## src/pkg/trc_cfg.svh

```systemverilog
// offsets, field positions, reset values and timing counts
`ifndef TRC_CFG_SVH
`define TRC_CFG_SVH

// apb register byte offsets
`define TRC_ADDR_W        8
`define TRC_OFS_BUSST     8'h00
`define TRC_OFS_CMD       8'h04
`define TRC_OFS_STAT      8'h08

// busst fields, read/write
`define TRC_BUS_REMOTE    0
`define TRC_BUS_LISTENER_LAMP    1
`define TRC_BUS_TALKER_LAMP      2
`define TRC_BUS_SRQ       3
`define TRC_BUS_LOCKOUT   4

// cmd fields, write pulses; also front-panel key index
`define TRC_CMD_RX        0
`define TRC_CMD_TX        1
`define TRC_CMD_TAP_A     2
`define TRC_CMD_TAP_B     3
`define TRC_CMD_KEY_OFF   4
`define TRC_CMD_KEY_ON    5
`define TRC_NCMD          6
`define TRC_KEY_RET       6
`define TRC_NKEYS         7

// stat fields, read only
`define TRC_ST_TX         0
`define TRC_ST_TAP_B      1
`define TRC_ST_KEYED      2
`define TRC_ST_REMOTE     3
`define TRC_ST_LOCKOUT    4

// reset value of busst fields
`define TRC_RST_BUS       5'h00

// key debounce time and its count at the core clock
`define TRC_CLK_MHZ       200
`define TRC_DEBOUNCE_US   5000
`define TRC_DEBOUNCE_CYC  (`TRC_DEBOUNCE_US * `TRC_CLK_MHZ)
`define TRC_DB_W          20

`endif

```

## src/pkg/trc_pkg.sv

```systemverilog
// types for the test-mode and relay control block
package trc_pkg;

   typedef enum logic {
      CTL_LOCAL,
      CTL_REMOTE
   } trc_ctl_t;

   typedef enum logic {
      MODE_RX,
      MODE_TX
   } trc_mode_t;

   // key filter state
   typedef struct packed {
      logic        meta;
      logic        sync;
      logic        level;
      logic [19:0] cnt;
      logic        press;
   } trc_filt_t;

   // control block state, outputs included
   typedef struct packed {
      trc_ctl_t    ctl;
      trc_mode_t   mode;
      logic        tap_b;
      logic        keyed;
      logic        lsn;
      logic        tlk;
      logic        srq;
      logic        lockout;
      logic        pready;
      logic        pslverr;
      logic [31:0] prdata;
      logic        rly_rf_rx;
      logic        rly_tap_a;
      logic        rly_tap_b;
      logic        rly_mod;
      logic        rly_mic;
      logic        rly_ana_spk;
      logic        rly_ana_demod;
      logic        rly_key;
      logic        lamp_lsn;
      logic        lamp_tlk;
      logic        lamp_srq;
      logic        lamp_rmt;
      logic        led_rx;
      logic        led_tx;
      logic        led_tap_a;
      logic        led_tap_b;
      logic        led_key_on;
      logic        led_key_off;
   } trc_state_t;

endpackage : trc_pkg

```

## src/rtl/trc_key_filter.sv

```systemverilog
// synchroniser and debouncer for one front-panel key
`timescale 1ns/1ps
`include "trc_cfg.svh"

module trc_key_filter
   import trc_pkg::*;
#(
   parameter int unsigned CYC = `TRC_DEBOUNCE_CYC
)
(
   // clock and reset
   input  wire logic mclk_i,
   input  wire logic rst_n_i,
   // key pin, high while pressed
   input  wire logic key_i,
   // one-cycle pulse on a debounced press
   output logic      press_o
);

   localparam int W = `TRC_DB_W;

   trc_filt_t s_q;
   trc_filt_t s_d;

   always_comb
   begin
      s_d       = s_q;
      s_d.meta  = key_i;
      s_d.sync  = s_q.meta;
      s_d.press = 1'h0;
      if (s_q.sync == s_q.level)
      begin
         s_d.cnt = '0;
      end
      else if (s_q.cnt == W'(CYC - 1))
      begin
         // level held long enough, accept it
         s_d.level = s_q.sync;
         s_d.cnt   = '0;
         s_d.press = s_q.sync;
      end
      else
      begin
         s_d.cnt = W'(s_q.cnt + 1'h1);
      end
   end

   always_ff @(posedge mclk_i or negedge rst_n_i)
   begin
      if (!rst_n_i)
      begin
         s_q <= '0;
      end
      else
      begin
         s_q <= s_d;
      end
   end

   assign press_o = s_q.press;

endmodule : trc_key_filter

```

## src/rtl/trc_mode_relay.sv

```systemverilog
// test-mode, monitor-tap, keying and bus-lamp control with apb slave
//
// Function
// RQ1 - return key moves remote operation back to local, full panel control
// RQ2 - return key ignored while local lockout is in force
// RQ3 - listener lamp lit when addressed to listener_lamp, talker lamp when talker_lamp
// RQ4 - service request lamp lit while a service request is asserted
// RQ5 - bus control lamp lit while in the remote state
// RQ6 - two tap keys choose which monitor tap gets the dut rf port
// RQ7 - dut rf port routed to a tap only while in transmit test
// RQ8 - receive test connects both rf feeds via combiner to dut rf port
// RQ9 - receive test routes audio feed input to the modulation output
// RQ10 - receive test routes speaker sense input to the analyzer output
// RQ11 - selecting receive test while keyed opens the keying relay
// RQ12 - transmit test routes dut rf port to the selected monitor tap
// RQ13 - transmit test routes audio feed input to the mic drive output
// RQ14 - transmit test routes demod feed input to the analyzer output
// RQ15 - keying off button opens the keying relay
// RQ16 - keying on button in transmit test closes the keying relay
// RQ17 - keying on button in receive test switches to transmit test
// RQ18 - after reset: receive test, tap a, indicators of active choices lit
// RQ19 - exactly one of receive or transmit test; selecting one drops other
// RQ20 - in remote, panel keys except return ignored; bus commands apply
//
// Chosen here: register access over APB and the register addresses.
`timescale 1ns/1ps
`include "trc_cfg.svh"

module trc_mode_relay
   import trc_pkg::*;
#(
   parameter int unsigned DEBOUNCE_CYC = `TRC_DEBOUNCE_CYC
)
(
   // clock and reset
   input  wire logic                   mclk_i,
   input  wire logic                   rst_n_i,
   // apb slave
   input  wire logic                   psel_i,
   input  wire logic                   penable_i,
   input  wire logic                   pwrite_i,
   input  wire logic [`TRC_ADDR_W-1:0] paddr_i,
   input  wire logic [31:0]            pwdata_i,
   input  wire logic [3:0]             pstrb_i,
   output logic [31:0]                 prdata_o,
   output logic                        pready_o,
   output logic                        pslverr_o,
   // front-panel keys, high while pressed
   input  wire logic [`TRC_NKEYS-1:0]  keys_i,
   // rf relays
   output logic                        rly_rf_feed_o,
   output logic                        rly_rf_tap_a_o,
   output logic                        rly_rf_tap_b_o,
   // audio relays
   output logic                        rly_mod_out_o,
   output logic                        rly_mic_drive_o,
   output logic                        rly_ana_spk_o,
   output logic                        rly_ana_demod_o,
   // transmitter keying relay, high closes contacts
   output logic                        keying_relay_o,
   // bus status lamps
   output logic                        listener_lamp_o,
   output logic                        talker_lamp_o,
   output logic                        service_req_lamp_o,
   output logic                        bus_control_lamp_o,
   // key-cap indicators
   output logic                        led_rx_o,
   output logic                        led_tx_o,
   output logic                        led_tap_a_o,
   output logic                        led_tap_b_o,
   output logic                        led_key_on_o,
   output logic                        led_key_off_o
);

   localparam trc_state_t ST_RST = '{
      ctl         : CTL_LOCAL,
      mode        : MODE_RX,
      rly_rf_rx   : 1'h1,
      rly_mod     : 1'h1,
      rly_ana_spk : 1'h1,
      led_rx      : 1'h1,
      led_tap_a   : 1'h1,
      led_key_off : 1'h1,
      default     : '0
   };

   trc_state_t            s_q;
   trc_state_t            s_d;
   logic [`TRC_NKEYS-1:0] press;

   // one filter per panel key
   for (genvar k = 0; k < `TRC_NKEYS; k++)
   begin : g_key
      trc_key_filter #(
         .CYC     (DEBOUNCE_CYC)
      ) u_filt (
         .mclk_i  (mclk_i),
         .rst_n_i (rst_n_i),
         .key_i   (keys_i[k]),
         .press_o (press[k])
      );
   end

   always_comb
   begin
      logic                  acc;
      logic                  wr;
      logic                  mapped;
      logic                  wr_bus;
      logic                  wr_cmd;
      logic [`TRC_NCMD-1:0]  cmd;
      logic [31:0]           rd;
      trc_mode_t             mode_in;

      s_d     = s_q;
      acc     = psel_i && penable_i;
      mapped  = (paddr_i == `TRC_OFS_BUSST) ||
                (paddr_i == `TRC_OFS_CMD) ||
                (paddr_i == `TRC_OFS_STAT);
      wr      = acc && s_q.pready && pwrite_i && mapped && pstrb_i[0];
      wr_bus  = wr && (paddr_i == `TRC_OFS_BUSST);
      wr_cmd  = wr && (paddr_i == `TRC_OFS_CMD);
      rd      = '0;
      cmd     = '0;
      mode_in = s_q.mode;

      // apb: one wait state, data and answer come from flops
      s_d.pready  = 1'h0;
      s_d.pslverr = 1'h0;
      s_d.prdata  = '0;
      if (acc && !s_q.pready)
      begin
         unique case (paddr_i)
            `TRC_OFS_BUSST:
            begin
               rd[`TRC_BUS_REMOTE]  = (s_q.ctl == CTL_REMOTE);
               rd[`TRC_BUS_LISTENER_LAMP]  = s_q.lsn;
               rd[`TRC_BUS_TALKER_LAMP]    = s_q.tlk;
               rd[`TRC_BUS_SRQ]     = s_q.srq;
               rd[`TRC_BUS_LOCKOUT] = s_q.lockout;
            end
            `TRC_OFS_STAT:
            begin
               rd[`TRC_ST_TX]      = (s_q.mode == MODE_TX);
               rd[`TRC_ST_TAP_B]   = s_q.tap_b;
               rd[`TRC_ST_KEYED]   = s_q.keyed;
               rd[`TRC_ST_REMOTE]  = (s_q.ctl == CTL_REMOTE);
               rd[`TRC_ST_LOCKOUT] = s_q.lockout;
            end
            default:
            begin
               rd = '0;
            end
         endcase
         s_d.pready  = 1'h1;
         s_d.pslverr = !mapped;
         s_d.prdata  = rd;
      end

      // local/remote control; a bus write to remote beats the key
      unique case (s_q.ctl)
         CTL_LOCAL:
         begin
            cmd = press[`TRC_NCMD-1:0];
         end
         CTL_REMOTE:
         begin
            if (wr_cmd)
            begin
               cmd = pwdata_i[`TRC_NCMD-1:0];                     // RQ20
            end
            if (press[`TRC_KEY_RET] && !s_q.lockout)               // RQ2
            begin
               s_d.ctl = CTL_LOCAL;                                // RQ1
            end
         end
      endcase
      if (wr_bus)
      begin
         s_d.ctl     = pwdata_i[`TRC_BUS_REMOTE] ? CTL_REMOTE : CTL_LOCAL;
         s_d.lsn     = pwdata_i[`TRC_BUS_LISTENER_LAMP];
         s_d.tlk     = pwdata_i[`TRC_BUS_TALKER_LAMP];
         s_d.srq     = pwdata_i[`TRC_BUS_SRQ];
         s_d.lockout = pwdata_i[`TRC_BUS_LOCKOUT];
      end

      // test mode and keying; receive and keying off take priority
      if (cmd[`TRC_CMD_RX])
      begin
         s_d.mode  = MODE_RX;                                      // RQ19
         s_d.keyed = 1'h0;                                         // RQ11
      end
      else
      begin
         if (cmd[`TRC_CMD_TX])
         begin
            s_d.mode = MODE_TX;                                    // RQ19
         end
         if (cmd[`TRC_CMD_KEY_OFF])
         begin
            s_d.keyed = 1'h0;                                      // RQ15
         end
         else if (cmd[`TRC_CMD_KEY_ON])
         begin
            unique case (mode_in)
               MODE_TX:
               begin
                  s_d.keyed = 1'h1;                                // RQ16
               end
               MODE_RX:
               begin
                  s_d.mode = MODE_TX;                              // RQ17
               end
            endcase
         end
      end
      if (cmd[`TRC_CMD_TAP_A])
      begin
         s_d.tap_b = 1'h0;                                         // RQ6
      end
      else if (cmd[`TRC_CMD_TAP_B])
      begin
         s_d.tap_b = 1'h1;                                         // RQ6
      end

      // relay drive from the next state, so outputs come from flops
      s_d.rly_rf_rx     = (s_d.mode == MODE_RX);                   // RQ8
      s_d.rly_mod       = (s_d.mode == MODE_RX);                   // RQ9
      s_d.rly_ana_spk   = (s_d.mode == MODE_RX);                   // RQ10
      s_d.rly_tap_a     = (s_d.mode == MODE_TX) && !s_d.tap_b;     // RQ7 RQ12
      s_d.rly_tap_b     = (s_d.mode == MODE_TX) && s_d.tap_b;      // RQ7 RQ12
      s_d.rly_mic       = (s_d.mode == MODE_TX);                   // RQ13
      s_d.rly_ana_demod = (s_d.mode == MODE_TX);                   // RQ14
      s_d.rly_key       = (s_d.mode == MODE_TX) && s_d.keyed;      // RQ16

      // lamps and key-cap indicators
      s_d.lamp_lsn    = s_d.lsn;                                   // RQ3
      s_d.lamp_tlk    = s_d.tlk;                                   // RQ3
      s_d.lamp_srq    = s_d.srq;                                   // RQ4
      s_d.lamp_rmt    = (s_d.ctl == CTL_REMOTE);                   // RQ5
      s_d.led_rx      = (s_d.mode == MODE_RX);                     // RQ18
      s_d.led_tx      = (s_d.mode == MODE_TX);
      s_d.led_tap_a   = !s_d.tap_b;                                // RQ18
      s_d.led_tap_b   = s_d.tap_b;
      s_d.led_key_on  = s_d.rly_key;
      s_d.led_key_off = !s_d.rly_key;
   end

   always_ff @(posedge mclk_i or negedge rst_n_i)
   begin
      if (!rst_n_i)
      begin
         s_q <= ST_RST;                                            // RQ18
      end
      else
      begin
         s_q <= s_d;
      end
   end

   // apb answer
   assign prdata_o           = s_q.prdata;
   assign pready_o           = s_q.pready;
   assign pslverr_o          = s_q.pslverr;

   // relays
   assign rly_rf_feed_o      = s_q.rly_rf_rx;
   assign rly_rf_tap_a_o     = s_q.rly_tap_a;
   assign rly_rf_tap_b_o     = s_q.rly_tap_b;
   assign rly_mod_out_o      = s_q.rly_mod;
   assign rly_mic_drive_o    = s_q.rly_mic;
   assign rly_ana_spk_o      = s_q.rly_ana_spk;
   assign rly_ana_demod_o    = s_q.rly_ana_demod;
   assign keying_relay_o     = s_q.rly_key;

   // lamps
   assign listener_lamp_o    = s_q.lamp_lsn;
   assign talker_lamp_o      = s_q.lamp_tlk;
   assign service_req_lamp_o = s_q.lamp_srq;
   assign bus_control_lamp_o = s_q.lamp_rmt;

   // key-cap indicators
   assign led_rx_o           = s_q.led_rx;
   assign led_tx_o           = s_q.led_tx;
   assign led_tap_a_o        = s_q.led_tap_a;
   assign led_tap_b_o        = s_q.led_tap_b;
   assign led_key_on_o       = s_q.led_key_on;
   assign led_key_off_o      = s_q.led_key_off;

endmodule : trc_mode_relay

```

## config.mk

```make
export PLATFORM = sky130hd
export DESIGN_NAME = trc_mode_relay
export DESIGN_NICKNAME = d
export VERILOG_FILES = /design/src/pkg/trc_pkg.sv /design/src/rtl/trc_key_filter.sv /design/src/rtl/trc_mode_relay.sv
export VERILOG_INCLUDE_DIRS = /design/src /design/src/pkg
export SDC_FILE = /design/constraint.sdc
export NUM_CORES = 1
export LEC_CHECK = 0
export BUFFER_PORTS_ARGS = -buffer_cell sky130_fd_sc_hd__buf_2
export CAP_MARGIN = 20
export CELL_PAD_IN_SITES_DETAIL_PLACEMENT = 1
export CELL_PAD_IN_SITES_GLOBAL_PLACEMENT = 1
export CORE_MARGIN = 5
export CORE_UTILIZATION = 46
export DETAILED_ROUTE_END_ITERATION = 7
export PLACE_DENSITY = 0.81
export REMOVE_ABC_BUFFERS = 1
export SKIP_LAST_GASP = 1
export SYNTH_ARGS = -nofsm -noshare
export SYNTH_HDL_FRONTEND = slang
export SYNTH_SLANG_ARGS = --single-unit
```

## constraint.sdc

```tcl
create_clock -name mclk_i -period 2.5 [get_ports mclk_i]
set_input_delay 0.75 -clock mclk_i [delete_from_list [all_inputs] [get_ports mclk_i]]
set_output_delay 0.75 -clock mclk_i [all_outputs]
set_load 0.01 [all_outputs]
```

Word-level counts from Yosys, hierarchy flattened --
Index checks and enable logic that the tools add are counted.
Word-level totals: register bits after elaboration 216, latch bits 0, memory bits (writable) 0, bits in read-only memories 0, input bits 56, output and inout bits 52, word-level logic and storage cells 158, memories kept 0
Operators by class: add/sub/neg operators 7, multipliers 0, div/mod/pow operators 0, order comparisons 0, equal/unequal tests 16, shifts and indexed selects 0, mux-type cells 47, bitwise gates (word level) 9, reduce and logical (&&, ||, !) cells 27
Operators with widths (number):
- 2-to-1 mux 20 bit | 14
- adder 20 x 1 -> 20 bit, second input constant | 7
- equality test 20 bit, second input constant | 7
- 2-to-1 mux 34 bit | 1
- 2-to-1 mux 1 bit | 29
- AND reduction 2 bit | 7
- logical AND 1 bit | 12
- one-hot mux 6 bit (2 select lines) | 1
- one-hot mux 5 bit (2 select lines) | 1
- NOT 1 bit | 9
- equality test 8 x 3 -> 1 bit, second input constant | 1
- equality test 8 x 4 -> 1 bit, second input constant | 1
- logical NOT 8 bit | 1
- equality test 1 bit | 7
- 2-to-1 mux 6 bit | 1
- logical NOT 1 bit | 5
- logical OR 1 bit | 2

Logic depth before layout (Yosys ltp) --
Gate-level depths: netlist of run 1.
depth after elaboration 15, depth in mapped cells 8, gate-level depth less buffers 6

Hierarchy --
Synthesis of run 1 repeated with hierarchy kept, for this count alone.
Second synthesis, totals: cells, all modules 934, area, all modules 9178.8 µm²
By module, submodules not included:
- trc_key_filter | instances 7, cells each 116, area each 1136.1 µm², seq. area each 600.6 µm²
- trc_mode_relay | instances 1, cells each 122, area each 1226.2 µm², seq. area each 529.3 µm²

Worst setup path before layout of run 1 --
No wires, ideal clock.
kind input to register, start input paddr_i[3], end register s_q (netlist bit rly_rf_tap_a_o), setup time 0.137 ns, data arrival time 1.889 ns, required time 2.363 ns, slack 0.474 ns, stages on the path 7, path buffers 1, cells stage by stage buf_6 -> and4b_1 -> and4b_4 -> a31oi_1 -> a311o_1 -> clkinv_2 -> nor2_1
RTL lines:
- from (decl) | RTL line trc_mode_relay.sv:42 | input wire logic [`TRC_ADDR_W-1:0] paddr_i,
- to (signal assigned) | RTL line trc_mode_relay.sv:253 | s_q <= ST_RST;
- to (signal assigned) | RTL line trc_mode_relay.sv:257 | s_q <= s_d;
- to (decl) | RTL line trc_mode_relay.sv:87 | trc_state_t s_q;

==> flow_summary.html, run 1 <==
<table>
<tr><th>Metric</th><th>Value</th></tr>
<tr><th colspan="2">Run status</th></tr>
<tr><td>Status</td><td>complete, no violations</td></tr>
<tr><th colspan="2">Placed design</th></tr>
<tr><td>Number of buffers inserted by port buffering</td><td>51</td></tr>
<tr><td>Worst slack, placed</td><td>around 150 ps</td></tr>
<tr><td>Placer's final routability congestion estimate</td><td>0.764</td></tr>
<tr><td>Detailed placer's ending HPWL</td><td>13.8 mm</td></tr>
<tr><th colspan="2">Clock tree</th></tr>
<tr><td>Num CTS Buffers</td><td>17</td></tr>
<tr><td>CTS tree</td><td>done</td></tr>
<tr><td>Clock latency reported for the late side of the worst-skew pair</td><td>around 440 ps</td></tr>
<tr><td>Root buffer selected by CTS</td><td>sky130_fd_sc_hd__clkbuf_16</td></tr>
<tr><td>CTS resizes</td><td>0</td></tr>
<tr><td>CTS HTree Levels</td><td>4</td></tr>
<tr><td>Clock transition time at the flip-flop clock pins of the worst setup and hold paths</td><td>70 ps</td></tr>
<tr><td>Clk sink count</td><td>~190</td></tr>
<tr><td>Cts-stage hold buffer count</td><td>0</td></tr>
<tr><td>CTS max path bufs</td><td>2</td></tr>
<tr><td>Setup repair bufs after CTS</td><td>0</td></tr>
<tr><th colspan="2">Cells and area</th></tr>
<tr><td>Multi-input gate area</td><td>roughly 3800 sq um</td></tr>
<tr><td>Share of final-layout standard cells stronger than drive strength 1</td><td>roughly 14%</td></tr>
<tr><td>Number of fillers in the final layout</td><td>about 2,200</td></tr>
<tr><td>Layout net count</td><td>between 900 and 1,000</td></tr>
<tr><td>Synthesis-to-layout area growth</td><td>11.5%</td></tr>
<tr><td>Share of the core filled with cells in the final layout</td><td>between 50% and 60%</td></tr>
<tr><td>Antenna diode count</td><td>0</td></tr>
<tr><td>Commonest cells after routing, fill and taps aside</td><td>sky130_fd_sc_hd__dfrtp_1 (186), sky130_fd_sc_hd__nor2_1 (164), sky130_fd_sc_hd__xor2_1 (94)</td></tr>
<tr><td>Most common cell after layout, fill and taps aside</td><td>sky130_fd_sc_hd__dfrtp_1</td></tr>
<tr><td>Footprint of the flip-flops and latches</td><td>4730 sq um</td></tr>
<tr><th colspan="2">Setup path</th></tr>
<tr><td>CP Data Arrival Time</td><td>between 2000 and 2500 ps</td></tr>
<tr><td>CP Data Required Time</td><td>~2800 ps</td></tr>
<tr><td>Worst setup path startpoint</td><td>g_key[4].u_filt.s_q[1]</td></tr>
<tr><td>Worst-path cell with the longest stage delay</td><td>sky130_fd_sc_hd__or2_2</td></tr>
<tr><td>Total buffers and inverters traversed by the critical path</td><td>0</td></tr>
<tr><td>Last element of the critical path</td><td>g_key[4].u_filt.s_q[3]</td></tr>
<tr><td>Count of cells along the worst register-to-register path</td><td>6</td></tr>
<tr><td>Critical Path Source Type</td><td>register</td></tr>
<tr><td>Max FO, Critical Path</td><td>20</td></tr>
<tr><td>Crit Reg-Reg Startpoint</td><td>g_key[4].u_filt.s_q[1]</td></tr>
<tr><td>Reg-to-reg critical path endpoint</td><td>g_key[4].u_filt.s_q[3]</td></tr>
<tr><td>Worst path top cell family by delay</td><td>simple AND/OR/NAND/NOR gates</td></tr>
<tr><td>Kind of critical path</td><td>register to register</td></tr>
<tr><td>Cells traversed along the worst timing path</td><td>ha_1 &gt; and4_1 &gt; nand2_1 &gt; nor4_2 &gt; or2_2 &gt; nor2_1</td></tr>
<tr><td>Slack of the worst reg-to-reg path</td><td>around 450 ps</td></tr>
<tr><td>CP Capture Type</td><td>register</td></tr>
<tr><td>Max stage delay on crit path</td><td>around 430 ps</td></tr>
<tr><td>Cell count along the critical path</td><td>6</td></tr>
<tr><th colspan="2">STA</th></tr>
<tr><td>Setup-violating endpoint count in the final report</td><td>0</td></tr>
<tr><td>Post-Route Setup TNS</td><td>0 ps</td></tr>
<tr><td>Part of the cycle the worst path needs</td><td>approximately four fifths</td></tr>
<tr><td>Setup repair after global routing missed its margin</td><td>false</td></tr>
<tr><td>Least-Margin Pin Slew</td><td>between 600 and 700 ps</td></tr>
<tr><td>Final Hold Fails</td><td>0</td></tr>
<tr><td>Worst clock skew on the final layout</td><td>approximately 8.8 ps</td></tr>
<tr><td>Final worst setup slack</td><td>454 ps</td></tr>
<tr><td>Tmin final</td><td>~2000 ps</td></tr>
<tr><td>Fmax</td><td>approximately 500 MHz</td></tr>
<tr><td>Max Transition Viols Final</td><td>0</td></tr>
<tr><td>Slew headroom</td><td>58.0%</td></tr>
<tr><td>Worst hold margin</td><td>a little under 300 ps</td></tr>
<tr><th colspan="2">Global route</th></tr>
<tr><td>Residual overflow from global routing</td><td>0</td></tr>
<tr><td>Overall fraction of global-route tracks in use</td><td>18.7%</td></tr>
<tr><td>Number of antenna violations at the first check in global routing</td><td>1</td></tr>
<tr><td>Number of global-route vias before repair</td><td>about 6,600</td></tr>
<tr><td>Maximum number of pins on one net before global-route repair</td><td>just under 60</td></tr>
<tr><td>Global-route wire length before repair</td><td>~33 mm</td></tr>
<tr><th colspan="2">Hold path</th></tr>
<tr><td>Type of the worst min-delay path</td><td>input port to async pin</td></tr>
<tr><th colspan="2">Routing</th></tr>
<tr><td>Drt pass-1 iters</td><td>5</td></tr>
<tr><td>Final antenna-violating net count</td><td>0</td></tr>
<tr><td>Average routed wire per standard cell</td><td>16.7 um</td></tr>
<tr><td>Via count</td><td>6,153</td></tr>
<tr><td>Vias per Instance</td><td>around 5.2</td></tr>
<tr><td>Violation count after the first detailed-route iteration</td><td>163</td></tr>
<tr><td>Drc violations</td><td>0</td></tr>
<tr><td>Total wire length</td><td>between 15 and 20 mm</td></tr>
<tr><th colspan="2">Power and ir drop</th></tr>
<tr><td>Leak Pwr</td><td>4.53 nW</td></tr>
<tr><td>Cell Pwr Density</td><td>between 600 and 700 nW/um^2</td></tr>
<tr><td>VDD IR-drop max</td><td>0.473 mV</td></tr>
<tr><th colspan="2">Synthesis</th></tr>
<tr><td>Synthesized area per cell</td><td>around 10 sq um</td></tr>
<tr><td>Share of async-settable or async-resettable flops after synthesis</td><td>100%</td></tr>
<tr><td>Post-synthesis cell type count</td><td>55</td></tr>
<tr><td>Part of the Yosys area used for sequential elements</td><td>between 50% and 60%</td></tr>
<tr><td>Number of synthesized register bits</td><td>~190</td></tr>
<tr><td>Count of flip-flops with a built-in enable after synthesis</td><td>0</td></tr>
<tr><td>Gate count after technology mapping</td><td>approximately 850</td></tr>
<tr><td>Post-Syn Area</td><td>approximately 8900 sq um</td></tr>
<tr><td>Most instantiated flip-flop cell in the synthesis netlist</td><td>sky130_fd_sc_hd__dfrtp_1</td></tr>
<tr><td>Total number of yosys warnings</td><td>0</td></tr>
<tr><th colspan="2">Die</th></tr>
<tr><td>DIE HEIGHT</td><td>around 150 um</td></tr>
<tr><td>DIE AREA</td><td>22,300 sq um</td></tr>
<tr><td>Starting density of the core</td><td>between 40% and 50%</td></tr>
<tr><td>Die X-Extent</td><td>~150 um</td></tr>
<tr><td>Std-Cell Core Area</td><td>between 15,000 and 20,000 sq um</td></tr>
<tr><td>Number of rows created at floorplan</td><td>51</td></tr>
<tr><td>I/O Pins</td><td>~110</td></tr>
<tr><th colspan="2">Flow run</th></tr>
<tr><td>Max-cap viol count</td><td>0</td></tr>
</table>
## registers in the layout, indices dropped and copies added, names as in the netlist
name / flops
bus_control_lamp_o: 1
g_key.u_filt.press_o: 7
g_key.u_filt.s_d: 7
g_key.u_filt.s_q: 154
led_key_off_o: 1
led_key_on_o: 1
led_rx_o: 1
led_tap_a_o: 1
led_tap_b_o: 1
led_tx_o: 1
listener_lamp_o: 1
prdata_o: 5
pready_o: 1
pslverr_o: 1
rly_rf_tap_a_o: 1
rly_rf_tap_b_o: 1
s_q: 2
service_req_lamp_o: 1
talker_lamp_o: 1
## worst min-delay path by stage
| stage | startpoint | to | slack [ps] |
|---|---|---|---|
| 2_1_floorplan | g_key[0].u_filt.s_d[22] | g_key[0].u_filt.s_q[22] | 330 |
| 3_5_place_dp | g_key[1].u_filt.s_d[22] | g_key[1].u_filt.s_q[22] | 340 |
| 3_3_place_gp | g_key[1].u_filt.s_d[22] | g_key[1].u_filt.s_q[22] | 330 |
| 5_1_grt | rst_n_i | g_key[6].u_filt.s_q[3] | 310 |
| 4_1_cts | rst_n_i | g_key[6].u_filt.s_q[12] | 300 |
| 6_report | rst_n_i | g_key[6].u_filt.s_q[12] | 290 |
## per-layer routing
layer	GRT usage [%]	vias up	share of wire (%)
met3	3.86	18	3.6
met1	23.1	3109	43
li1	-	2929	-
met5	0	-	0.066
met2	33.6	95	52
met4	4.71	2	1.0
## power breakdown
group / total (W) / internal, W / switching (W)
combinational: 0.000247 / 0.0000763 / 0.000171
clock: 0.00271 / 0.00141 / 0.00129
sequential: 0.00314 / 0.00310 / 0.0000461
## cells in the mapped netlist (all sizes together), types with 2 or more instances
cell type | number | area (sq um)
nand3 | 74 | 370
or3 | 4 | 35.0
ha | 7 | 87.6
mux2 | 10 | 116
inv | 12 | 45.0
xnor2 | 37 | 324
and4 | 11 | 96.3
and2 | 4 | 26.3
nand4 | 25 | 163
nor2 | 167 | 634
nor3 | 11 | 65.1
mux2i | 5 | 50.1
nand4b | 3 | 26.3
or2 | 3 | 18.8
dfstp | 3 | 78.8
dfrtp | 186 | 4650
o21a | 2 | 15.0
and4b | 5 | 53.8
nor4 | 18 | 165
nor4bb | 4 | 40.0
nor3b | 7 | 52.6
xor2 | 94 | 823
o21ai | 8 | 40.0
nand2 | 53 | 221
a21oi | 4 | 20.0
nand3b | 2 | 15.0
nor4b | 5 | 43.8
buf | 51 | 384
and3 | 25 | 156
a21o | 2 | 15.0
## area by class of cell
| class | instances | share of cell area (%) |
|---|---|---|
| tap | 265 | 3.34 |
| multi-input combinational | 625 | 38.7 |
| timing repair buffer | 62 | 3.99 |
| inverter | 13 | 0.504 |
| clock inverter | 15 | 1.57 |
| sequential | 189 | 47.7 |
| clock buffer | 17 | 4.28 |
## logic make-up after synthesis
kind of cell	after synthesis	share of synthesized area, %
muxes	15	1.87
other	1	0.0421
xor gates and xnor gates	131	12.9
buffers and inverters	64	4.87
adders and majority gates	7	0.983
AOI/OAI and AO/OA	23	1.66
DFF	189	53.1
and+or+nand+nor	422	24.6
## stage by stage
step	instances	power [W]	area, sq um
after floorplan	827	0.00330	8620
final	1186	0.00610	9930
after detailed placement	1154	0.00345	9350
after global placement	1154	0.00344	9350
after global routing	1186	0.00635	9930
after CTS	1186	0.00617	9930
Note: power is estimated with default switching activity, not from simulation.
==> run 2: changes to the inputs <==
Clock period 2.5 ns to 2.1 ns, I/O delays scaled along.
==> flow_summary.html, run 2 (synthesis gave the netlist of run 1 again) <==
<table>
<tr><th>Metric</th><th>Value</th></tr>
<tr><th colspan="2">Cells and area</th></tr>
<tr><td>Synthesis-to-layout area growth</td><td>12.7% (was 11.5%)</td></tr>
<tr><td>Max reg flops</td><td>154 (unchanged)</td></tr>
<tr><td>Layout net count</td><td>978 (was 971)</td></tr>
<tr><td>Most common cell after layout, fill and taps aside</td><td>sky130_fd_sc_hd__dfrtp_1 (unchanged)</td></tr>
<tr><td>Share of final-layout standard cells stronger than drive strength 1</td><td>14.1% (about the same)</td></tr>
<tr><td>Commonest cells after routing, fill and taps aside</td><td>sky130_fd_sc_hd__dfrtp_1 (186), sky130_fd_sc_hd__nor2_1 (164), sky130_fd_sc_hd__xor2_1 (94) (unchanged)</td></tr>
<tr><td>Largest register by flop count</td><td>g_key.u_filt.s_q (unchanged)</td></tr>
<tr><td>Antenna diode count</td><td>0 (unchanged)</td></tr>
<tr><th colspan="2">Placed design</th></tr>
<tr><td>Number of buffers inserted by port buffering</td><td>51 (unchanged)</td></tr>
<tr><td>Detailed placer's ending HPWL</td><td>14.1 mm (was 13.8 mm)</td></tr>
<tr><td>Worst slack, placed</td><td>-47.9 ps (was 146 ps)</td></tr>
<tr><td>Placer's final routability congestion estimate</td><td>0.789 (was 0.764)</td></tr>
<tr><th colspan="2">Routing</th></tr>
<tr><td>Drc violations</td><td>0 (unchanged)</td></tr>
<tr><td>Average routed wire per standard cell</td><td>16.8 um (was 16.7 um)</td></tr>
<tr><td>Violation count after the first detailed-route iteration</td><td>273 (was 163)</td></tr>
<tr><td>Total wire length</td><td>20.0 mm (was 19.8 mm)</td></tr>
<tr><td>Vias per Instance</td><td>5.20 (was 5.19)</td></tr>
<tr><td>Via count</td><td>6,206 (was 6,153)</td></tr>
<tr><td>Final antenna-violating net count</td><td>0 (unchanged)</td></tr>
<tr><td>Drt pass-1 iters</td><td>4 (was 5)</td></tr>
<tr><th colspan="2">Setup path</th></tr>
<tr><td>Critical Path Source Type</td><td>register (unchanged)</td></tr>
<tr><td>Slack of the worst reg-to-reg path</td><td>180 ps (was 450 ps)</td></tr>
<tr><td>Cells traversed along the worst timing path</td><td>ha_1 &gt; and4_1 &gt; nand2_1 &gt; nor4_2 &gt; or2_4 &gt; nor2_1 (was ha_1 &gt; and4_1 &gt; nand2_1 &gt; nor4_2 &gt; or2_2 &gt; nor2_1)</td></tr>
<tr><td>Max FO, Critical Path</td><td>20 (unchanged)</td></tr>
<tr><td>Reg-to-reg critical path endpoint</td><td>g_key[4].u_filt.s_q[7] (was g_key[4].u_filt.s_q[3])</td></tr>
<tr><td>Count of cells along the worst register-to-register path</td><td>6 (unchanged)</td></tr>
<tr><td>Max stage delay on crit path</td><td>390 ps (was 430 ps)</td></tr>
<tr><td>Worst-path cell with the longest stage delay</td><td>sky130_fd_sc_hd__dfrtp_1 (was sky130_fd_sc_hd__or2_2)</td></tr>
<tr><td>CP Capture Type</td><td>register (unchanged)</td></tr>
<tr><td>Crit Reg-Reg Startpoint</td><td>g_key[4].u_filt.s_q[1] (unchanged)</td></tr>
<tr><td>Kind of critical path</td><td>register to register (unchanged)</td></tr>
<tr><td>CP Data Required Time</td><td>2410 ps (was 2810 ps)</td></tr>
<tr><td>CP Data Arrival Time</td><td>2230 ps (was 2350 ps)</td></tr>
<tr><th colspan="2">Clock tree</th></tr>
<tr><td>CTS max path bufs</td><td>2 (unchanged)</td></tr>
<tr><td>CTS tree</td><td>done (unchanged)</td></tr>
<tr><td>CTS HTree Levels</td><td>4 (unchanged)</td></tr>
<tr><td>Num CTS Buffers</td><td>17 (unchanged)</td></tr>
<tr><td>Clock transition time at the flip-flop clock pins of the worst setup and hold paths</td><td>70 ps (about the same)</td></tr>
<tr><td>Clock latency reported for the late side of the worst-skew pair</td><td>430 ps (was 440 ps)</td></tr>
<tr><td>Clk sink count</td><td>189 (unchanged)</td></tr>
<tr><td>Root buffer selected by CTS</td><td>sky130_fd_sc_hd__clkbuf_16 (unchanged)</td></tr>
<tr><th colspan="2">Power and ir drop</th></tr>
<tr><td>VDD IR-drop max</td><td>0.568 mV (was 0.473 mV)</td></tr>
<tr><td>Leak Pwr</td><td>4.59 nW (was 4.53 nW)</td></tr>
<tr><td>Cell Pwr Density</td><td>754 nW/um^2 (was 614 nW/um^2)</td></tr>
<tr><td>Final Power</td><td>0.00758 W (was 0.00610 W)</td></tr>
<tr><th colspan="2">Global route</th></tr>
<tr><td>Number of antenna violations at the first check in global routing</td><td>1 (unchanged)</td></tr>
<tr><td>Global-route wire length before repair</td><td>33.7 mm (was 33.2 mm)</td></tr>
<tr><td>Maximum number of pins on one net before global-route repair</td><td>52 (was 59)</td></tr>
<tr><td>Number of global-route vias before repair</td><td>6,684 (was 6,553)</td></tr>
<tr><td>Residual overflow from global routing</td><td>0 (unchanged)</td></tr>
<tr><td>Overall fraction of global-route tracks in use</td><td>19.0% (was 18.7%)</td></tr>
<tr><th colspan="2">STA</th></tr>
<tr><td>Tmin final</td><td>1920 ps (was 2050 ps)</td></tr>
<tr><td>Worst clock skew on the final layout</td><td>10.4 ps (was 8.79 ps)</td></tr>
<tr><td>Max Transition Viols Final</td><td>0 (unchanged)</td></tr>
<tr><td>Slew headroom</td><td>62.4% (was 58.0%)</td></tr>
<tr><td>Final worst setup slack</td><td>175 ps (was 454 ps)</td></tr>
<tr><td>Worst hold margin</td><td>51.8 ps (was 290 ps)</td></tr>
<tr><td>Part of the cycle the worst path needs</td><td>91.7% (was 81.8%)</td></tr>
<tr><td>Setup repair after global routing missed its margin</td><td>false (unchanged)</td></tr>
<tr><td>Setup-violating endpoint count in the final report</td><td>0 (unchanged)</td></tr>
<tr><td>Fmax</td><td>520 MHz (was 489 MHz)</td></tr>
<tr><td>Least-Margin Pin Slew</td><td>559 ps (was 626 ps)</td></tr>
<tr><td>Final Hold Fails</td><td>0 (unchanged)</td></tr>
<tr><th colspan="2">Flow run</th></tr>
<tr><td>Max-cap viol count</td><td>0 (unchanged)</td></tr>
<tr><th colspan="2">Die</th></tr>
<tr><td>Number of rows created at floorplan</td><td>51 (unchanged)</td></tr>
<tr><td>Die X-Extent</td><td>149 um (unchanged)</td></tr>
<tr><td>I/O Pins</td><td>108 (unchanged)</td></tr>
<tr><td>DIE HEIGHT</td><td>149 um (unchanged)</td></tr>
<tr><td>DIE AREA</td><td>22,300 sq um (unchanged)</td></tr>
<tr><td>Std-Cell Core Area</td><td>19,300 sq um (unchanged)</td></tr>
<tr><td>Starting density of the core</td><td>46.2% (unchanged)</td></tr>
<tr><th colspan="2">Hold path</th></tr>
<tr><td>Type of the worst min-delay path</td><td>input port to async pin (unchanged)</td></tr>
<tr><th colspan="2">Run status</th></tr>
<tr><td>Status</td><td>complete, no violations (unchanged)</td></tr>
</table>
-- run 2: cell types whose count changed in the layout (fill, tap and decap cells not counted), moves of 2 or more --
cell,before,now
sky130_fd_sc_hd__buf_4,7,15
sky130_fd_sc_hd__bufinv_16,1,5
sky130_fd_sc_hd__clkbuf_1,0,6
sky130_fd_sc_hd__clkbuf_8,1,4
sky130_fd_sc_hd__clkinv_4,5,0
sky130_fd_sc_hd__inv_6,2,0
sky130_fd_sc_hd__inv_8,4,0
-- run 2: per-layer routing --
metal | part of all wire, % | GRT usage (%) | vias to the layer above
met5 | 0.065 | 0 | -
met4 | 1.7 | 6.00 | 2
met3 | 3.3 | 4.10 | 25
met2 | 52 | 33.2 | 85
met1 | 43 | 23.5 | 3150
li1 | - | - | 2944
-- run 2: how the worst max path moves through the flow --
stage | startpoint | to | slack (ps) | cells past startpoint
after global routing | g_key[4].u_filt.s_q[1] | g_key[4].u_filt.s_q[7] | 30 | 6
after detailed placement | paddr_i[1] | rly_rf_tap_a_o | -50 | 7
final | g_key[4].u_filt.s_q[1] | g_key[4].u_filt.s_q[7] | 180 | 6
after floorplan | paddr_i[1] | rly_rf_tap_a_o | 220 | 6
after global placement | paddr_i[1] | rly_rf_tap_a_o | -40 | 7
after CTS | g_key[4].u_filt.s_q[1] | g_key[4].u_filt.s_q[7] | 40 | 6
-- run 2: critical path, delay by kind of cell (launching register included) --
kind	cells	cell delay, ps
and+or+nand+nor	5	1180
DFF	1	390
adders and majority gates	1	220
-- run 2: final cells by class --
type                       count  area, sq um
fill                        2149         9230
clock inverter                 6          158
tap                          265          332
sequential                   189         4730
timing repair buffer          69          437
clock buffer                  26          489
multi-input combinational    625         3840
inverter                      13         50.0
-- run 2: per-stage QoR --
| stage | instances | area (sq um) | util [%] | TNS, ps |
|---|---|---|---|---|
| 2_1_floorplan | 827 | 8620 | - | 0 |
| 3_3_place_gp | 1161 | 9390 | 48.7 | -65.4 |
| 3_5_place_dp | 1161 | 9390 | 48.7 | -97.0 |
| 4_1_cts | 1193 | 10000 | 52.1 | 0 |
| 5_1_grt | 1193 | 10000 | 52.1 | 0 |
| 6_report | 1193 | 10000 | 52.1 | 0 |
-- run 2: power by group --
group | leakage (nW) | switching, W | internal, W
Sequential | 2.56 | 0.0000537 | 0.00369
Combinational | 1.71 | 0.000201 | 0.0000900
Clock | 0.309 | 0.00133 | 0.00221
Total | 4.59 | 0.00158 | 0.00599
-- run 2: what timing repair did --
action | CTS | global route
hold buffers | 0 | 0
resized for setup | 0 | 1
buffers inserted | 0 | 0
setup endpoints to repair | 0 | 20
==> run 3: changes to the inputs <==
Clock period 2.1 ns to 1.85 ns, I/O delays scaled along.
==> flow_summary.html, run 3 (synthesis gave the netlist of run 1 again) <==
<table>
<tr><th>Metric</th><th>Value</th></tr>
<tr><th colspan="2">Run status</th></tr>
<tr><td>Status</td><td>complete, no violations (unchanged)</td></tr>
<tr><th colspan="2">Setup path</th></tr>
<tr><td>Kind of critical path</td><td>register to register (unchanged)</td></tr>
<tr><td>CP Data Required Time</td><td>2180 ps (was 2410 ps)</td></tr>
<tr><td>Cells traversed along the worst timing path</td><td>ha_1 &gt; nand3_1 &gt; or3_4 &gt; mux2_4 (was ha_1 &gt; and4_1 &gt; nand2_1 &gt; nor4_2 &gt; or2_4 &gt; nor2_1)</td></tr>
<tr><td>Max stage delay on crit path</td><td>490 ps (was 390 ps)</td></tr>
<tr><td>Max FO, Critical Path</td><td>4 (was 20)</td></tr>
<tr><td>CP Capture Type</td><td>register (unchanged)</td></tr>
<tr><td>CP Data Arrival Time</td><td>2090 ps (was 2230 ps)</td></tr>
<tr><td>Critical Path Source Type</td><td>register (unchanged)</td></tr>
<tr><td>Worst-path cell with the longest stage delay</td><td>sky130_fd_sc_hd__or3_4 (was sky130_fd_sc_hd__dfrtp_1)</td></tr>
<tr><th colspan="2">Routing</th></tr>
<tr><td>Violation count after the first detailed-route iteration</td><td>169 (was 273)</td></tr>
<tr><td>Total wire length</td><td>20.2 mm (was 20.0 mm)</td></tr>
<tr><td>Drt pass-1 iters</td><td>4 (unchanged)</td></tr>
<tr><td>Via count</td><td>6,237 (was 6,206)</td></tr>
<tr><td>Average routed wire per standard cell</td><td>16.6 um (was 16.8 um)</td></tr>
<tr><td>Final antenna-violating net count</td><td>0 (unchanged)</td></tr>
<tr><td>Drc violations</td><td>0 (unchanged)</td></tr>
<tr><td>Vias per Instance</td><td>5.13 (was 5.20)</td></tr>
<tr><th colspan="2">STA</th></tr>
<tr><td>Setup repair after global routing missed its margin</td><td>true (was false)</td></tr>
<tr><td>Post-Route Setup TNS</td><td>0 ps (unchanged)</td></tr>
<tr><td>Final Hold Fails</td><td>0 (unchanged)</td></tr>
<tr><td>Fmax</td><td>568 MHz (was 520 MHz)</td></tr>
<tr><td>Max Transition Viols Final</td><td>0 (unchanged)</td></tr>
<tr><td>Tmin final</td><td>1760 ps (was 1920 ps)</td></tr>
<tr><td>Worst clock skew on the final layout</td><td>5.84 ps (was 10.4 ps)</td></tr>
<tr><td>Part of the cycle the worst path needs</td><td>95.2% (was 91.7%)</td></tr>
<tr><td>Setup-violating endpoint count in the final report</td><td>0 (unchanged)</td></tr>
<tr><td>Final worst setup slack</td><td>89.2 ps (was 175 ps)</td></tr>
<tr><td>Least-Margin Pin Slew</td><td>512 ps (was 559 ps)</td></tr>
<tr><td>Slew headroom</td><td>65.5% (was 62.4%)</td></tr>
<tr><th colspan="2">Die</th></tr>
<tr><td>Std-Cell Core Area</td><td>19,300 sq um (unchanged)</td></tr>
<tr><td>DIE HEIGHT</td><td>149 um (unchanged)</td></tr>
<tr><td>DIE AREA</td><td>22,300 sq um (unchanged)</td></tr>
<tr><td>Starting density of the core</td><td>46.2% (unchanged)</td></tr>
<tr><td>I/O Pins</td><td>108 (unchanged)</td></tr>
<tr><td>Number of rows created at floorplan</td><td>51 (unchanged)</td></tr>
<tr><td>Die X-Extent</td><td>149 um (unchanged)</td></tr>
<tr><th colspan="2">Power and ir drop</th></tr>
<tr><td>Switching power</td><td>0.00196 W (was 0.00158 W)</td></tr>
<tr><td>Internal Pwr Total</td><td>0.00641 W (was 0.00599 W)</td></tr>
<tr><td>Combinational power share</td><td>4.5% (was 3.8%)</td></tr>
<tr><td>Relative contribution of the clock network to total power</td><td>44.7% (was 46.7%)</td></tr>
<tr><td>Leak Pwr</td><td>4.73 nW (was 4.59 nW)</td></tr>
<tr><td>Switching Share</td><td>23.4% (was 20.9%)</td></tr>
<tr><td>VDD IR-drop max</td><td>0.540 mV (was 0.568 mV)</td></tr>
<tr><td>Cell Pwr Density</td><td>816 nW/um^2 (was 754 nW/um^2)</td></tr>
<tr><td>Seq pwr share</td><td>50.7% (was 49.4%)</td></tr>
<tr><th colspan="2">Clock tree</th></tr>
<tr><td>Num CTS Buffers</td><td>17 (unchanged)</td></tr>
<tr><td>Clock latency reported for the late side of the worst-skew pair</td><td>440 ps (was 430 ps)</td></tr>
<tr><td>CTS tree</td><td>done (unchanged)</td></tr>
<tr><td>Clk sink count</td><td>189 (unchanged)</td></tr>
<tr><td>CTS max path bufs</td><td>2 (unchanged)</td></tr>
<tr><td>Clock transition time at the flip-flop clock pins of the worst setup and hold paths</td><td>70 ps (about the same)</td></tr>
<tr><td>CTS HTree Levels</td><td>4 (unchanged)</td></tr>
<tr><td>Root buffer selected by CTS</td><td>sky130_fd_sc_hd__clkbuf_16 (unchanged)</td></tr>
<tr><th colspan="2">Placed design</th></tr>
<tr><td>Placer's final routability congestion estimate</td><td>0.784 (was 0.789)</td></tr>
<tr><td>Worst slack, placed</td><td>-262 ps (was -47.9 ps)</td></tr>
<tr><td>Number of buffers inserted by port buffering</td><td>51 (unchanged)</td></tr>
<tr><td>Detailed placer's ending HPWL</td><td>14.0 mm (was 14.1 mm)</td></tr>
<tr><th colspan="2">Cells and area</th></tr>
<tr><td>Layout net count</td><td>1,000 (was 978)</td></tr>
<tr><td>Max reg flops</td><td>154 (unchanged)</td></tr>
<tr><td>Synthesis-to-layout area growth</td><td>15.1% (was 12.7%)</td></tr>
<tr><td>Commonest cells after routing, fill and taps aside</td><td>sky130_fd_sc_hd__dfrtp_1 (186), sky130_fd_sc_hd__nor2_1 (163), sky130_fd_sc_hd__xor2_1 (94) (was sky130_fd_sc_hd__dfrtp_1 (186), sky130_fd_sc_hd__nor2_1 (164), sky130_fd_sc_hd__xor2_1 (94))</td></tr>
<tr><td>Largest register by flop count</td><td>g_key.u_filt.s_q (unchanged)</td></tr>
<tr><td>Antenna diode count</td><td>0 (unchanged)</td></tr>
<tr><td>Most common cell after layout, fill and taps aside</td><td>sky130_fd_sc_hd__dfrtp_1 (unchanged)</td></tr>
<tr><td>Share of final-layout standard cells stronger than drive strength 1</td><td>17.1% (was 14.1%)</td></tr>
<tr><th colspan="2">Hold path</th></tr>
<tr><td>Type of the worst min-delay path</td><td>input port to async pin (unchanged)</td></tr>
<tr><th colspan="2">Global route</th></tr>
<tr><td>Residual overflow from global routing</td><td>0 (unchanged)</td></tr>
<tr><td>Highest-utilization routing layer at the global route stage</td><td>met2 (unchanged)</td></tr>
<tr><td>Global-route wire length before repair</td><td>33.8 mm (was 33.7 mm)</td></tr>
<tr><td>Met1 capacity usage during global routing</td><td>23.9% (was 23.5%)</td></tr>
<tr><td>Global Route met3 Usage</td><td>4.50% (was 4.10%)</td></tr>
<tr><td>Number of global-route vias before repair</td><td>6,722 (was 6,684)</td></tr>
<tr><td>Number of antenna violations at the first check in global routing</td><td>1 (unchanged)</td></tr>
<tr><td>Overall fraction of global-route tracks in use</td><td>19.1% (was 19.0%)</td></tr>
<tr><td>Global-route track usage on met2</td><td>32.9% (was 33.2%)</td></tr>
<tr><td>Maximum number of pins on one net before global-route repair</td><td>50 (was 52)</td></tr>
<tr><th colspan="2">Flow run</th></tr>
<tr><td>Max-cap viol count</td><td>0 (unchanged)</td></tr>
</table>
[run 3: final cells by class]
cell class,count,area (sq um)
clock buffer,21,460
clock inverter,11,133
fill,2164,9020
inverter,13,50.0
multi-input combinational,625,3890
sequential,189,4730
tap,265,332
timing repair buffer,91,652
[run 3: power groups by stage]
stage                     Combinational [W]  Sequential, W  Clock, W
final                              0.000378        0.00424   0.00374
after CTS                          0.000382        0.00424   0.00384
after global routing               0.000430        0.00425   0.00401
after global placement             0.000363        0.00432         0
after floorplan                    0.000141        0.00431         0
after detailed placement           0.000376        0.00432         0
[run 3: worst paths after layout]
check                      cells after the start               startpoint  slack [ps]                      end
max                                            4   g_key[1].u_filt.s_q[2]          90  g_key[1].u_filt.s_q[21]
min                                            1                  rst_n_i          30  g_key[6].u_filt.s_q[11]
max reg2reg                                    4   g_key[1].u_filt.s_q[2]          90  g_key[1].u_filt.s_q[21]
min reg2reg                                    0  g_key[4].u_filt.s_d[22]         350  g_key[4].u_filt.s_q[22]
max in group asynchronous                      2                  rst_n_i        1230            led_key_off_o
min in group mclk_i                            1                keys_i[0]         220  g_key[0].u_filt.s_d[22]
[run 3: what timing repair did]
item / CTS / global route
setup endpoints to repair: 0 / 67
gates resized for setup: 0 / 9
setup buffers: 0 / 3
hold buffers: 0 / 0
[run 3: critical path, delay by kind of cell, from the launching register on]
kind                       cells  cell delay [ps]
muxes                          1              330
DFF                            1              390
and+or+nand+nor                2              670
adders and majority gates      1              250
[run 3: layer usage]
layer | up-vias | part of all wire (%)
li1 | 2999 | -
met1 | 3130 | 43
met2 | 79 | 52
met3 | 27 | 3.3
met4 | 2 | 1.3
met5 | - | 0.069
[run 3: metrics by stage]
| step | hold slack, ps | instances | instance area (sq um) | utilization [%] | total power [W] |
|---|---|---|---|---|---|
| 2_1_floorplan | 259 | 827 | 8620 | - | 0.00445 |
| 3_3_place_gp | 333 | 1180 | 9580 | 49.7 | 0.00468 |
| 3_5_place_dp | 339 | 1180 | 9580 | 49.7 | 0.00470 |
| 4_1_cts | 20.6 | 1212 | 10200 | 52.8 | 0.00846 |
| 5_1_grt | 34.7 | 1215 | 10300 | 53.2 | 0.00869 |
| 6_report | 26.6 | 1215 | 10300 | 53.2 | 0.00837 |
